`config.mk`:
```
export PLATFORM = sky130hd
export DESIGN_NAME = pic_top
export DESIGN_NICKNAME = d
export VERILOG_FILES = /design/src/pkg/pic_pkg.sv /design/src/design/pic_top.sv
export SDC_FILE = /design/constraint.sdc
export NUM_CORES = 1
export LEC_CHECK = 0
export BUFFER_PORTS_ARGS = -buffer_cell sky130_fd_sc_hd__buf_2
export CAP_MARGIN = 10
export CORE_UTILIZATION = 54
export DETAILED_ROUTE_END_ITERATION = 7
export PLACE_DENSITY = 0.77
export REMOVE_ABC_BUFFERS = 1
export SLEW_MARGIN = 30
export SYNTH_ARGS = -nofsm -noshare
export SYNTH_HDL_FRONTEND = slang
export SYNTH_SLANG_ARGS = --single-unit
```
`constraint.sdc`:
```
create_clock -name clk_sys -period 34.3 [get_ports clk_sys]
set_input_delay 8.575 -clock clk_sys [delete_from_list [all_inputs] [get_ports clk_sys]]
set_output_delay 8.575 -clock clk_sys [all_outputs]
set_load 0.02 [all_outputs]
```
`src/pkg/pic_pkg.sv`:
```
// Constants, register map and state layout of the priority interrupt block
package pic_pkg;

    // Register byte addresses
    localparam logic [31:0] PIC_OFF_PRI00   = 32'hFE08_0000;
    localparam logic [31:0] PIC_OFF_PEND00  = 32'hFE08_0020;
    localparam logic [31:0] PIC_OFF_MASK00  = 32'hFE08_0040;
    localparam logic [31:0] PIC_OFF_MCLR00  = 32'hFE08_0060;
    localparam logic [31:0] PIC_OFF_ICTRL   = 32'hFFD0_0000;
    localparam logic [31:0] PIC_OFF_PRI_A   = 32'hFFD0_0004;
    localparam logic [31:0] PIC_OFF_PRI_B   = 32'hFFD0_0008;
    localparam logic [31:0] PIC_OFF_PRI_C   = 32'hFFD0_000C;
    localparam logic [31:0] PIC_OFF_PRI_D   = 32'hFFD0_0010;
    localparam logic [31:0] PIC_OFF_EVT     = 32'hFFD0_0028;

    // Reset values
    localparam logic [15:0] PIC_RST_PRI_ABC = 16'h0000;
    localparam logic [15:0] PIC_RST_PRI_D   = 16'hDA74;
    localparam logic [31:0] PIC_RST_PRI00   = 32'h0000_0000;
    localparam logic [9:0]  PIC_RST_MASK00  = 10'h3FF;

    // Interrupt control field positions
    localparam int PIC_ICTRL_PIN_LVL  = 15;
    localparam int PIC_ICTRL_NMI_HOLD = 9;
    localparam int PIC_ICTRL_EDGE     = 8;
    localparam int PIC_ICTRL_INDEP    = 7;

    // Levels, counts and codes
    localparam logic [4:0]  PIC_NMI_LEVEL     = 5'h10;
    localparam logic [2:0]  PIC_NMI_BLIND_CYC = 3'h6;
    localparam logic [3:0]  PIC_IRL_IDLE      = 4'hF;
    localparam int          PIC_MAX_PER       = 20;
    localparam int          PIC_ABC_SRCS      = 12;
    localparam logic [11:0] PIC_CODE_NONE     = 12'h000;
    localparam logic [11:0] PIC_CODE_NMI      = 12'h1C0;
    localparam logic [11:0] PIC_CODE_IRL_BASE = 12'h200;
    localparam logic [11:0] PIC_CODE_PER_BASE = 12'h400;
    localparam logic [11:0] PIC_CODE_IRL_IND [4] =
        '{12'h240, 12'h2A0, 12'h300, 12'h360};

    typedef struct packed {
        logic        nmi_hold;
        logic        edge_sel;
        logic        indep;
        logic [15:0] pri_a;
        logic [15:0] pri_b;
        logic [15:0] pri_c;
        logic [15:0] pri_d;
        logic [31:0] pri00;
        logic [9:0]  mask00;
        logic        nmi_smp;
        logic        nmi_pend;
        logic [2:0]  blind;
        logic [3:0]  irl_s0;
        logic [3:0]  irl_s1;
        logic [3:0]  irl_filt;
        logic        req;
        logic [4:0]  level;
        logic [11:0] code;
        logic [11:0] evt;
        logic [31:0] rdata;
    } pic_state_type;

    localparam pic_state_type PIC_RST_STATE = '{
        nmi_hold: 1'b0, edge_sel: 1'b0, indep: 1'b0,
        pri_a: PIC_RST_PRI_ABC, pri_b: PIC_RST_PRI_ABC,
        pri_c: PIC_RST_PRI_ABC, pri_d: PIC_RST_PRI_D,
        pri00: PIC_RST_PRI00, mask00: PIC_RST_MASK00,
        nmi_smp: 1'b0, nmi_pend: 1'b0, blind: 3'h0,
        irl_s0: PIC_IRL_IDLE, irl_s1: PIC_IRL_IDLE,
        irl_filt: PIC_IRL_IDLE, req: 1'b0, level: 5'h00,
        code: PIC_CODE_NONE, evt: PIC_CODE_NONE, rdata: 32'h0000_0000};

endpackage : pic_pkg

```
`src/design/pic_top.sv`:
```
// Priority interrupt controller: pins, peripheral lines, registers, CPU side
//
// Summary of operation
// - Levels 16 to 1 rank; zero ignored
// - Non-maskable is level 16, taken unless held
// - Sleep or standby accepts non-maskable despite hold
// - Control bit lets non-maskable pass hold
// - Non-maskable pin edge polarity is selectable
// - Polarity change blinds detection six cycles
// - Acceptance never alters CPU threshold field
// - Inverted four lines give level, 1111 idle
// - Three identical samples before new level
// - Standby filtering runs on timekeeper tick
// - Encoded lines masked by CPU threshold
// - Control bit makes four independent requests
// - Peripheral priorities 15 to 0 programmable
// - Event code names the accepted source
// - Vanished request at acceptance gives code zero
// - Control register resets to pin level in bit 15
// - Readable bit shows non-maskable pin level
// - Equal levels resolved by fixed order
`timescale 1ns/1ps

module pic_top
    import pic_pkg::*;
#(
    parameter int NPER = PIC_MAX_PER
) (
    // Clock and reset
    input  wire logic              clk_sys,
    input  wire logic              arst_n,
    // Register port
    input  wire logic [31:0]       reg_addr,
    input  wire logic [31:0]       reg_wdata,
    input  wire logic              reg_wr,
    input  wire logic              reg_rd,
    output logic [31:0]            reg_rdata,
    // Request pins
    input  wire logic              nmi_pin,
    input  wire logic [3:0]        irl_n,
    input  wire logic              rtc_tick,
    // Peripheral request lines
    input  wire logic [NPER-1:0]   periph_req,
    // CPU side
    input  wire logic              cpu_hold,
    input  wire logic [3:0]        cpu_threshold,
    input  wire logic              sleep_mode,
    input  wire logic              standby_mode,
    input  wire logic              int_ack,
    output logic                   int_req,
    output logic [4:0]             int_level,
    output logic [11:0]            int_code
);

    ////////////////////////////////////////////////////////////////////////
    // Elaboration check

    if (NPER < 1 || NPER > PIC_MAX_PER) begin : g_chk
        $error("NPER must be 1 to 20");
    end

    ////////////////////////////////////////////////////////////////////////
    // Helpers

    function automatic logic [3:0] nib(input logic [79:0] tbl,
                                       input int idx);
        return tbl[idx*4 +: 4];
    endfunction : nib

    function automatic logic hit(input logic [31:0] a,
                                 input logic [31:0] off);
        return a == off;
    endfunction : hit

    pic_state_type s_q;
    pic_state_type s_d;

    logic          nmi_edge;
    logic          nmi_ok;
    logic          smp_en;
    logic [79:0]   pri_tbl;
    logic [19:0]   per_v;
    logic [19:0]   per_m;
    logic [4:0]    best_lv;
    logic [11:0]   best_code;
    logic [4:0]    cand;
    logic [15:0]   ictrl_rd;

    ////////////////////////////////////////////////////////////////////////
    // Next state

    always_comb begin
        s_d = s_q;

        // Pin is synchronous; one flop gives the previous level
        s_d.nmi_smp = nmi_pin;
        nmi_edge = s_q.edge_sel ? (nmi_pin & ~s_q.nmi_smp)
                                : (~nmi_pin & s_q.nmi_smp);
        if (s_q.blind != 3'h0) begin
            s_d.blind = s_q.blind - 3'h1;
        end
        if (int_ack && s_q.req && s_q.code == PIC_CODE_NMI) begin
            s_d.nmi_pend = 1'b0;
        end
        // Set after clear so an edge in the clearing cycle is not lost
        if (nmi_edge && s_q.blind == 3'h0) begin
            s_d.nmi_pend = 1'b1;
        end

        // Filter ticks on the timekeeper while the bus clock is off
        smp_en = ~standby_mode | rtc_tick;
        if (smp_en) begin
            s_d.irl_s0 = irl_n;
            s_d.irl_s1 = s_q.irl_s0;
            if (irl_n == s_q.irl_s0 && s_q.irl_s0 == s_q.irl_s1) begin
                s_d.irl_filt = irl_n;
            end
        end

        // Arbitration, strict compare keeps earlier source on ties
        pri_tbl = {s_q.pri00, s_q.pri_c, s_q.pri_b, s_q.pri_a};
        per_v = '0;
        per_v[NPER-1:0] = periph_req;
        per_m = per_v & ~{s_q.mask00[7:0], 12'h000};
        best_lv = 5'h00;
        best_code = PIC_CODE_NONE;
        nmi_ok = s_q.nmi_pend
               && (!cpu_hold || s_q.nmi_hold
                   || sleep_mode || standby_mode);
        if (nmi_ok) begin
            best_lv = PIC_NMI_LEVEL;
            best_code = PIC_CODE_NMI;
        end else begin
            if (!s_q.indep) begin
                cand = {1'b0, ~s_q.irl_filt};
                if (cand > best_lv) begin
                    best_lv = cand;
                    // Code steps by line pattern, not by level
                    best_code = PIC_CODE_IRL_BASE
                              + {3'h0, s_q.irl_filt, 5'h00};
                end
            end else begin
                for (int k = 0; k < 4; k++) begin
                    cand = {1'b0, s_q.pri_d[(3-k)*4 +: 4]};
                    if (!s_q.irl_filt[k] && cand > best_lv) begin
                        best_lv = cand;
                        best_code = PIC_CODE_IRL_IND[k];
                    end
                end
            end
            for (int i = 0; i < NPER; i++) begin
                cand = {1'b0, nib(pri_tbl, i)};
                // Level zero never beats the empty start
                if (per_m[i] && cand > best_lv) begin
                    best_lv = cand;
                    best_code = PIC_CODE_PER_BASE + 12'(i * 32);
                end
            end
        end

        // Threshold is only read here, never written back
        s_d.req = nmi_ok || (!cpu_hold
                  && best_lv > {1'b0, cpu_threshold});
        s_d.level = s_d.req ? best_lv : 5'h00;
        s_d.code = s_d.req ? best_code : PIC_CODE_NONE;

        // Request gone by acceptance leaves a zero code
        if (int_ack) begin
            s_d.evt = s_q.req ? s_q.code : PIC_CODE_NONE;
        end

        // Register writes
        if (reg_wr) begin
            if (hit(reg_addr, PIC_OFF_ICTRL)) begin
                s_d.nmi_hold = reg_wdata[PIC_ICTRL_NMI_HOLD];
                s_d.edge_sel = reg_wdata[PIC_ICTRL_EDGE];
                s_d.indep = reg_wdata[PIC_ICTRL_INDEP];
                if (reg_wdata[PIC_ICTRL_EDGE] != s_q.edge_sel) begin
                    s_d.blind = PIC_NMI_BLIND_CYC;
                end
            end
            if (hit(reg_addr, PIC_OFF_PRI_A)) begin
                s_d.pri_a = reg_wdata[15:0];
            end
            if (hit(reg_addr, PIC_OFF_PRI_B)) begin
                s_d.pri_b = reg_wdata[15:0];
            end
            if (hit(reg_addr, PIC_OFF_PRI_C)) begin
                s_d.pri_c = reg_wdata[15:0];
            end
            if (hit(reg_addr, PIC_OFF_PRI_D)) begin
                s_d.pri_d = reg_wdata[15:0];
            end
            if (hit(reg_addr, PIC_OFF_PRI00)) begin
                s_d.pri00 = reg_wdata;
            end
            // Ones set mask bits here and clear them below
            if (hit(reg_addr, PIC_OFF_MASK00)) begin
                s_d.mask00 = s_q.mask00 | reg_wdata[9:0];
            end
            if (hit(reg_addr, PIC_OFF_MCLR00)) begin
                s_d.mask00 = s_q.mask00 & ~reg_wdata[9:0];
            end
        end

        // Read data stands one cycle only; unmapped reads give zero
        ictrl_rd = 16'h0000;
        ictrl_rd[PIC_ICTRL_PIN_LVL] = s_q.nmi_smp;
        ictrl_rd[PIC_ICTRL_NMI_HOLD] = s_q.nmi_hold;
        ictrl_rd[PIC_ICTRL_EDGE] = s_q.edge_sel;
        ictrl_rd[PIC_ICTRL_INDEP] = s_q.indep;
        s_d.rdata = 32'h0000_0000;
        if (reg_rd) begin
            unique case (1'b1)
                hit(reg_addr, PIC_OFF_ICTRL):
                    s_d.rdata = {16'h0000, ictrl_rd};
                hit(reg_addr, PIC_OFF_PRI_A):
                    s_d.rdata = {16'h0000, s_q.pri_a};
                hit(reg_addr, PIC_OFF_PRI_B):
                    s_d.rdata = {16'h0000, s_q.pri_b};
                hit(reg_addr, PIC_OFF_PRI_C):
                    s_d.rdata = {16'h0000, s_q.pri_c};
                hit(reg_addr, PIC_OFF_PRI_D):
                    s_d.rdata = {16'h0000, s_q.pri_d};
                hit(reg_addr, PIC_OFF_PRI00):
                    s_d.rdata = s_q.pri00;
                hit(reg_addr, PIC_OFF_PEND00):
                    s_d.rdata = {24'h00_0000, per_v[19:12]};
                hit(reg_addr, PIC_OFF_MASK00):
                    s_d.rdata = {22'h00_0000, s_q.mask00};
                hit(reg_addr, PIC_OFF_EVT):
                    s_d.rdata = {20'h0_0000, s_q.evt};
                default:
                    s_d.rdata = 32'h0000_0000;
            endcase
        end
    end

    ////////////////////////////////////////////////////////////////////////
    // State register

    always_ff @(posedge clk_sys or negedge arst_n) begin
        if (!arst_n) begin
            s_q <= PIC_RST_STATE;
        end else begin
            s_q <= s_d;
        end
    end

    assign reg_rdata = s_q.rdata;
    assign int_req   = s_q.req;
    assign int_level = s_q.level;
    assign int_code  = s_q.code;
endmodule : pic_top

```
# Word-level counts from Yosys, hierarchy flattened
# Cells that the tools add are included.
[totals]
reg_bits = 188
inputBits = 102
elab_cells = 219
[classes]
add_sub_neg = 2
n_lt_le_gt_ge = 26
eq_ne = 14
n_mux = 94
bitwise = 12
reduce_logical = 51
[op_table]
columns = ["op", "n"]
rows = [
  ["12-bit 2-to-1 mux", 27],
  ["32-bit == test (second input constant)", 10],
  ["32-bit one-hot mux with 9 select lines", 1],
  ["5-bit 2-to-1 mux", 52],
  ["4-bit by 5-bit greater-than comparator with 1-bit output", 23],
  ["32-bit 2-to-1 mux", 1],
  ["1-bit logical AND", 30],
  ["10-bit 2-to-1 mux", 3],
  ["20-bit AND", 1],
  ["20-bit inverter", 1],
  ["2-bit AND reduction", 8],
  ["12-bit by 9-bit == test with 1-bit output (second input constant)", 1],
  ["3-bit 2-to-1 mux", 4],
  ["10-bit by 9-bit adder with 11-bit output (first input constant)", 1],
  ["11-bit 2-to-1 mux", 1],
  ["10-bit AND", 1],
  ["10-bit inverter", 1],
  ["10-bit OR", 1],
  ["4-bit == test", 2],
  ["4-bit by 1-bit greater-than comparator with 1-bit output (second input constant)", 2],
  ["4-bit 2-to-1 mux", 2],
  ["5-bit by 4-bit greater-than comparator with 1-bit output", 1],
  ["1-bit zero test", 5],
  ["1-bit logical OR", 4],
  ["other kinds (10)", 16],
]

# Depth between registers and ports, before layout
[logic_depth]
word_depth = 105
depth_mapped = 195

# Worst setup path before layout
# OpenSTA, ideal clock, no wires.
[synth_path]
kind = "input to register"
startpoint = "input port periph_req[0]"
endpoint = "register s_q (netlist bit int_level[0])"
arrival_ns = 38.425
t_required_ns = 34.182
slack_ns = -4.243
path_stages = 159
path_cell_list = "nand2_1 > a21oi_2 > mux2_2 > ha_1 > a21oi_1 > a21o_1 > nor2_1 > a21oi_1 > inv_1 > ha_1 > nand4_1 > nand2_1 > a21oi_1 > buf_2 > mux2_2 > ha_1 > nand4_1 > nand2_1 > [123 not listed] > mux2_2 > ha_1 > nor2b_1 > o21ai_0 > nand2b_1 > a21oi_1 > nor4bb_1 > clkbuf_1 > a31oi_1 > o21ai_1 > ha_1 > nor2b_1 > o21a_1 > o21a_1 > o21ai_0 > nor2_1 > a32o_1 > a21o_1"
[synth_rtl]
columns = ["element", "line", "source"]
rows = [
  ["start: declaration", "pic_top.sv:43", "input wire logic [NPER-1:0] periph_req,"],
  ["end signal: assignment", "pic_top.sv:244", "s_q <= PIC_RST_STATE;"],
  ["end signal: assignment", "pic_top.sv:246", "s_q <= s_d;"],
  ["end: declaration", "pic_top.sv:75", "pic_state_type s_q;"],
]

==> out/results.txt <==
Post-Layout Cell Count -> 2139
fin. max-slew vios -> 0
Post-Syn Instances -> 1440
share of layout cells above drive strength 1 -> 47.8%
Nets -> 1974
total track usage -> 36.7%
Sw Pwr -> 223 uW
minimum clock period -> 36.75 ns
Die Y -> 160 microns
#FFs+latches synth -> 176
r2r endpoint -> int_level[0]
Int Power -> 440 uW
drt total wl -> 52300 microns
number of synthesized flops with an enable pin -> 0
Core ar. -> 24400 sq um
crit path kind -> input port to flop
hold-critical path endpoint -> s_q[77]
CP arrival -> 37.08 ns
worst-margin pin slew -> 1.01 ns
DRT antenna net count -> 0
Critical-path top delay cell -> or4_4
worst setup margin -> -2.45 ns
hold path start -> s_q[77]
Largest stage delay, worst path -> 0.56 ns
Setup Viol. Count Final -> 11
Worst R2R Path Depth -> 174
Pleak -> 8.37 nW
Slew headroom -> 32.6%
initial drt markers -> 1960
io pins -> 152
1st-pass router iterations -> 8
asr flop ratio synth -> 100%
first-pass GRT wire length -> 74100 microns
period utilisation layout -> 107%
initial antenna violation count -> 3
switching fraction of total power -> 33.7%
CTS Buffer Depth -> 2
Post-Place Cells -> 2009
Max-Cap Viols -> 0
largest family of logic cells by synthesized area -> compound AO/OA/AOI/OAI gates
Reg clk slew, reported paths -> 0.08 ns
Synth warnings -> 0
Via density -> 6.70
Skew-Pair Late Insertion Delay -> 0.44 ns
Avg Inst Size Synth -> 9.35 sq um
cell area power density -> 36.3 nW/um^2
Post-DP Area -> 15500 sq um
Inserted Clock Buffers -> 17
DR DRC count -> 32
DP HPWL -> 32200 microns
number of port buffers -> 145
Flop pwr share -> 33.6%
r2r setup slk -> 0.13 ns
critical path capture point type -> flop
clk root buf -> clkbuf_16
worst-path maximum fanout -> 7
proportion of power drawn by combinational gates -> 35.2%
dpl ws -> -3.21 ns
CTS tree -> done
die area -> 25600 sq um
Mapped Area -> 13500 sq um
Final Skew -> 0.0132 ns
type of the tightest min-delay check -> flop to flop
mux contribution to synthesized area -> 13.2%
gpl congestion -> 0.970
Hold WS -> 0.495 ns
post-synthesis adder-cell area fraction -> 6.98%
Clock Sinks -> 176
failing checks -> design-rule violations, negative setup slack
# rows -> 57
Fin. Hold Viols -> 0
H-tree Lvls -> 4
Top FF cell, synth -> dfrtp_1
CP dominant cell by count -> ha_4
setup tns final -> -25.37 ns
Compound-Gate Fraction of Synth Area -> 22.5%
total gr overflow -> 0
Reg area -> 4440 sq um
Simple-Gate Fraction of Synth Area -> 14.7%
clock power share -> 31.2%
hold depth -> 2
RSZ-0062 raised after global routing -> yes
largest net degree at the start of global routing -> 102
Synth cell types -> 111
Startpoint Class -> input port
post-synthesis sequential area ratio -> 33.0%
Area Overhead vs Synth -> 36.1%
Initial Utilization -> 55.2%
Die X -> 160 microns
Critical R2R Launch -> s_q[62]
vias in the first global route -> 13900
peak supply drop -> 30.4 uV
Synth Area in XOR/XNOR -> 2.06%
Worst EP required -> 34.63 ns
multi-input gate area in the final layout -> 9340 sq um
via count -> 14300
wire per inst -> 24.4 microns
fill count -> 1507
status -> finished with violations
cell area after layout -> 18300 sq um
achievable frequency -> 0.0272 GHz
-- registers in the layout, indices dropped and copies added, names as in the netlist, named ones only --
| name | cells |
|---|---|
| s_q | 38 |
| pri_tbl | 80 |
| reg_rdata | 32 |
| ictrl_rd | 4 |
| int_req | 1 |
| int_code | 6 |
| int_level | 5 |
-- how the worst max path moves through the flow --
stage                        from            to  slack (ns)  cells after the start
detailed placement  periph_req[0]  int_level[0]       -3.21                    154
global placement    periph_req[0]  int_level[0]       -1.67                    156
CTS                 periph_req[0]  int_level[0]       -1.06                    156
global route        periph_req[0]  int_level[0]       -3.24                    161
finish              periph_req[0]  int_level[0]       -2.45                    156
floorplan           periph_req[0]  int_level[0]       -4.84                    152
-- layout by cell type, fill, tap and decap left out, types with 17 or more instances in the layout --
| cell type | count |
|---|---|
| buf_4 | 274 |
| dfrtp_1 | 145 |
| buf_2 | 143 |
| mux2_2 | 118 |
| inv_1 | 100 |
| nand2_1 | 90 |
| nor2_1 | 62 |
| a21oi_1 | 61 |
| o21ai_0 | 48 |
| ha_1 | 42 |
| nand3_1 | 40 |
| dfstp_2 | 31 |
| and2_1 | 26 |
| a31oi_1 | 25 |
| ha_4 | 25 |
| o211ai_1 | 24 |
| a222oi_1 | 23 |
| buf_6 | 23 |
| xnor2_1 | 20 |
| a21oi_2 | 19 |
| clkbuf_16 | 17 |
-- cell type report --
cell class / instances / share of cell area [%]
diodes: 1 / 0.0137
clock buffers: 18 / 2.40
clock inverters: 14 / 1.06
inverters: 107 / 2.19
multi-input cells: 1056 / 51.0
flip-flops and latches: 176 / 24.3
well taps: 324 / 2.21
repair buffers: 443 / 16.8
-- synthesized netlist by cell type (24+ instances only) --
| library cell | n | area, sq um |
|---|---|---|
| nand2_1 | 107 | 402 |
| a31oi_1 | 28 | 175 |
| clkbuf_1 | 44 | 165 |
| o211ai_1 | 24 | 180 |
| buf_4 | 50 | 375 |
| ha_1 | 71 | 888 |
| dfrtp_1 | 145 | 3630 |
| o21ai_0 | 64 | 320 |
| a21oi_1 | 82 | 410 |
| nor2_1 | 73 | 274 |
| and2_1 | 31 | 194 |
| nand3_1 | 47 | 235 |
| inv_1 | 106 | 398 |
| mux2_2 | 126 | 1420 |
| dfstp_2 | 31 | 815 |
-- power by group through the flow --
stage                     clock network [mW]  logic, mW  registers (mW)
after global routing                   0.216      0.247           0.224
after global placement                     0      0.162           0.227
final                                  0.207      0.234           0.223
after floorplan                            0     0.0872           0.229
after CTS                              0.206      0.198           0.223
after detailed placement                   0      0.166           0.227
-- metrics by stage --
step / power (mW) / util [%]
2_1_floorplan: 0.316 / -
5_1_grt: 0.686 / 75.1
3_3_place_gp: 0.388 / 63.7
3_5_place_dp: 0.393 / 63.7
6_report: 0.664 / 75.1
4_1_cts: 0.626 / 71.6
-- timing repair --
| item | CTS | global route |
|---|---|---|
| gates resized for setup | 152 | 121 |
| hold buffers | 0 | 0 |
| buffers inserted | 70 | 30 |
| endpoints found under the setup margin | 11 | 11 |
| pin swaps | 108 | 136 |
-- routing by layer --
metal  up-vias  track usage (%)  part of all wire, %
met5         -                0                0.025
li1       6041                -                    -
met1      6844             45.7                   35
met2      1127             60.0                   46
met3       326             7.56                   12
met4         2             19.7                  6.9
-- critical path, delay by kind of cell --
family | cells | cell delay (ns)
buffers and inverters | 15 | 1.89
and+or+nand+nor | 50 | 7.51
adders and majority gates | 22 | 6.12
muxes | 10 | 2.84
AOI/OAI and AO/OA | 59 | 10.04
-- logic make-up (layout without fill, tap and decap cells) --
kind of cell / count (synthesis) / after routing
AND/OR/NAND/NOR: 387 / 387
AO/OA/AOI/OAI: 402 / 402
flip-flops: 176 / 176
multiplexers: 155 / 155
adder cells (fa/ha/maj): 76 / 76
buffers and inverters: 213 / 582
other: 1 / 7
XOR/XNOR: 30 / 30
(Power assumes the default switching activity.)
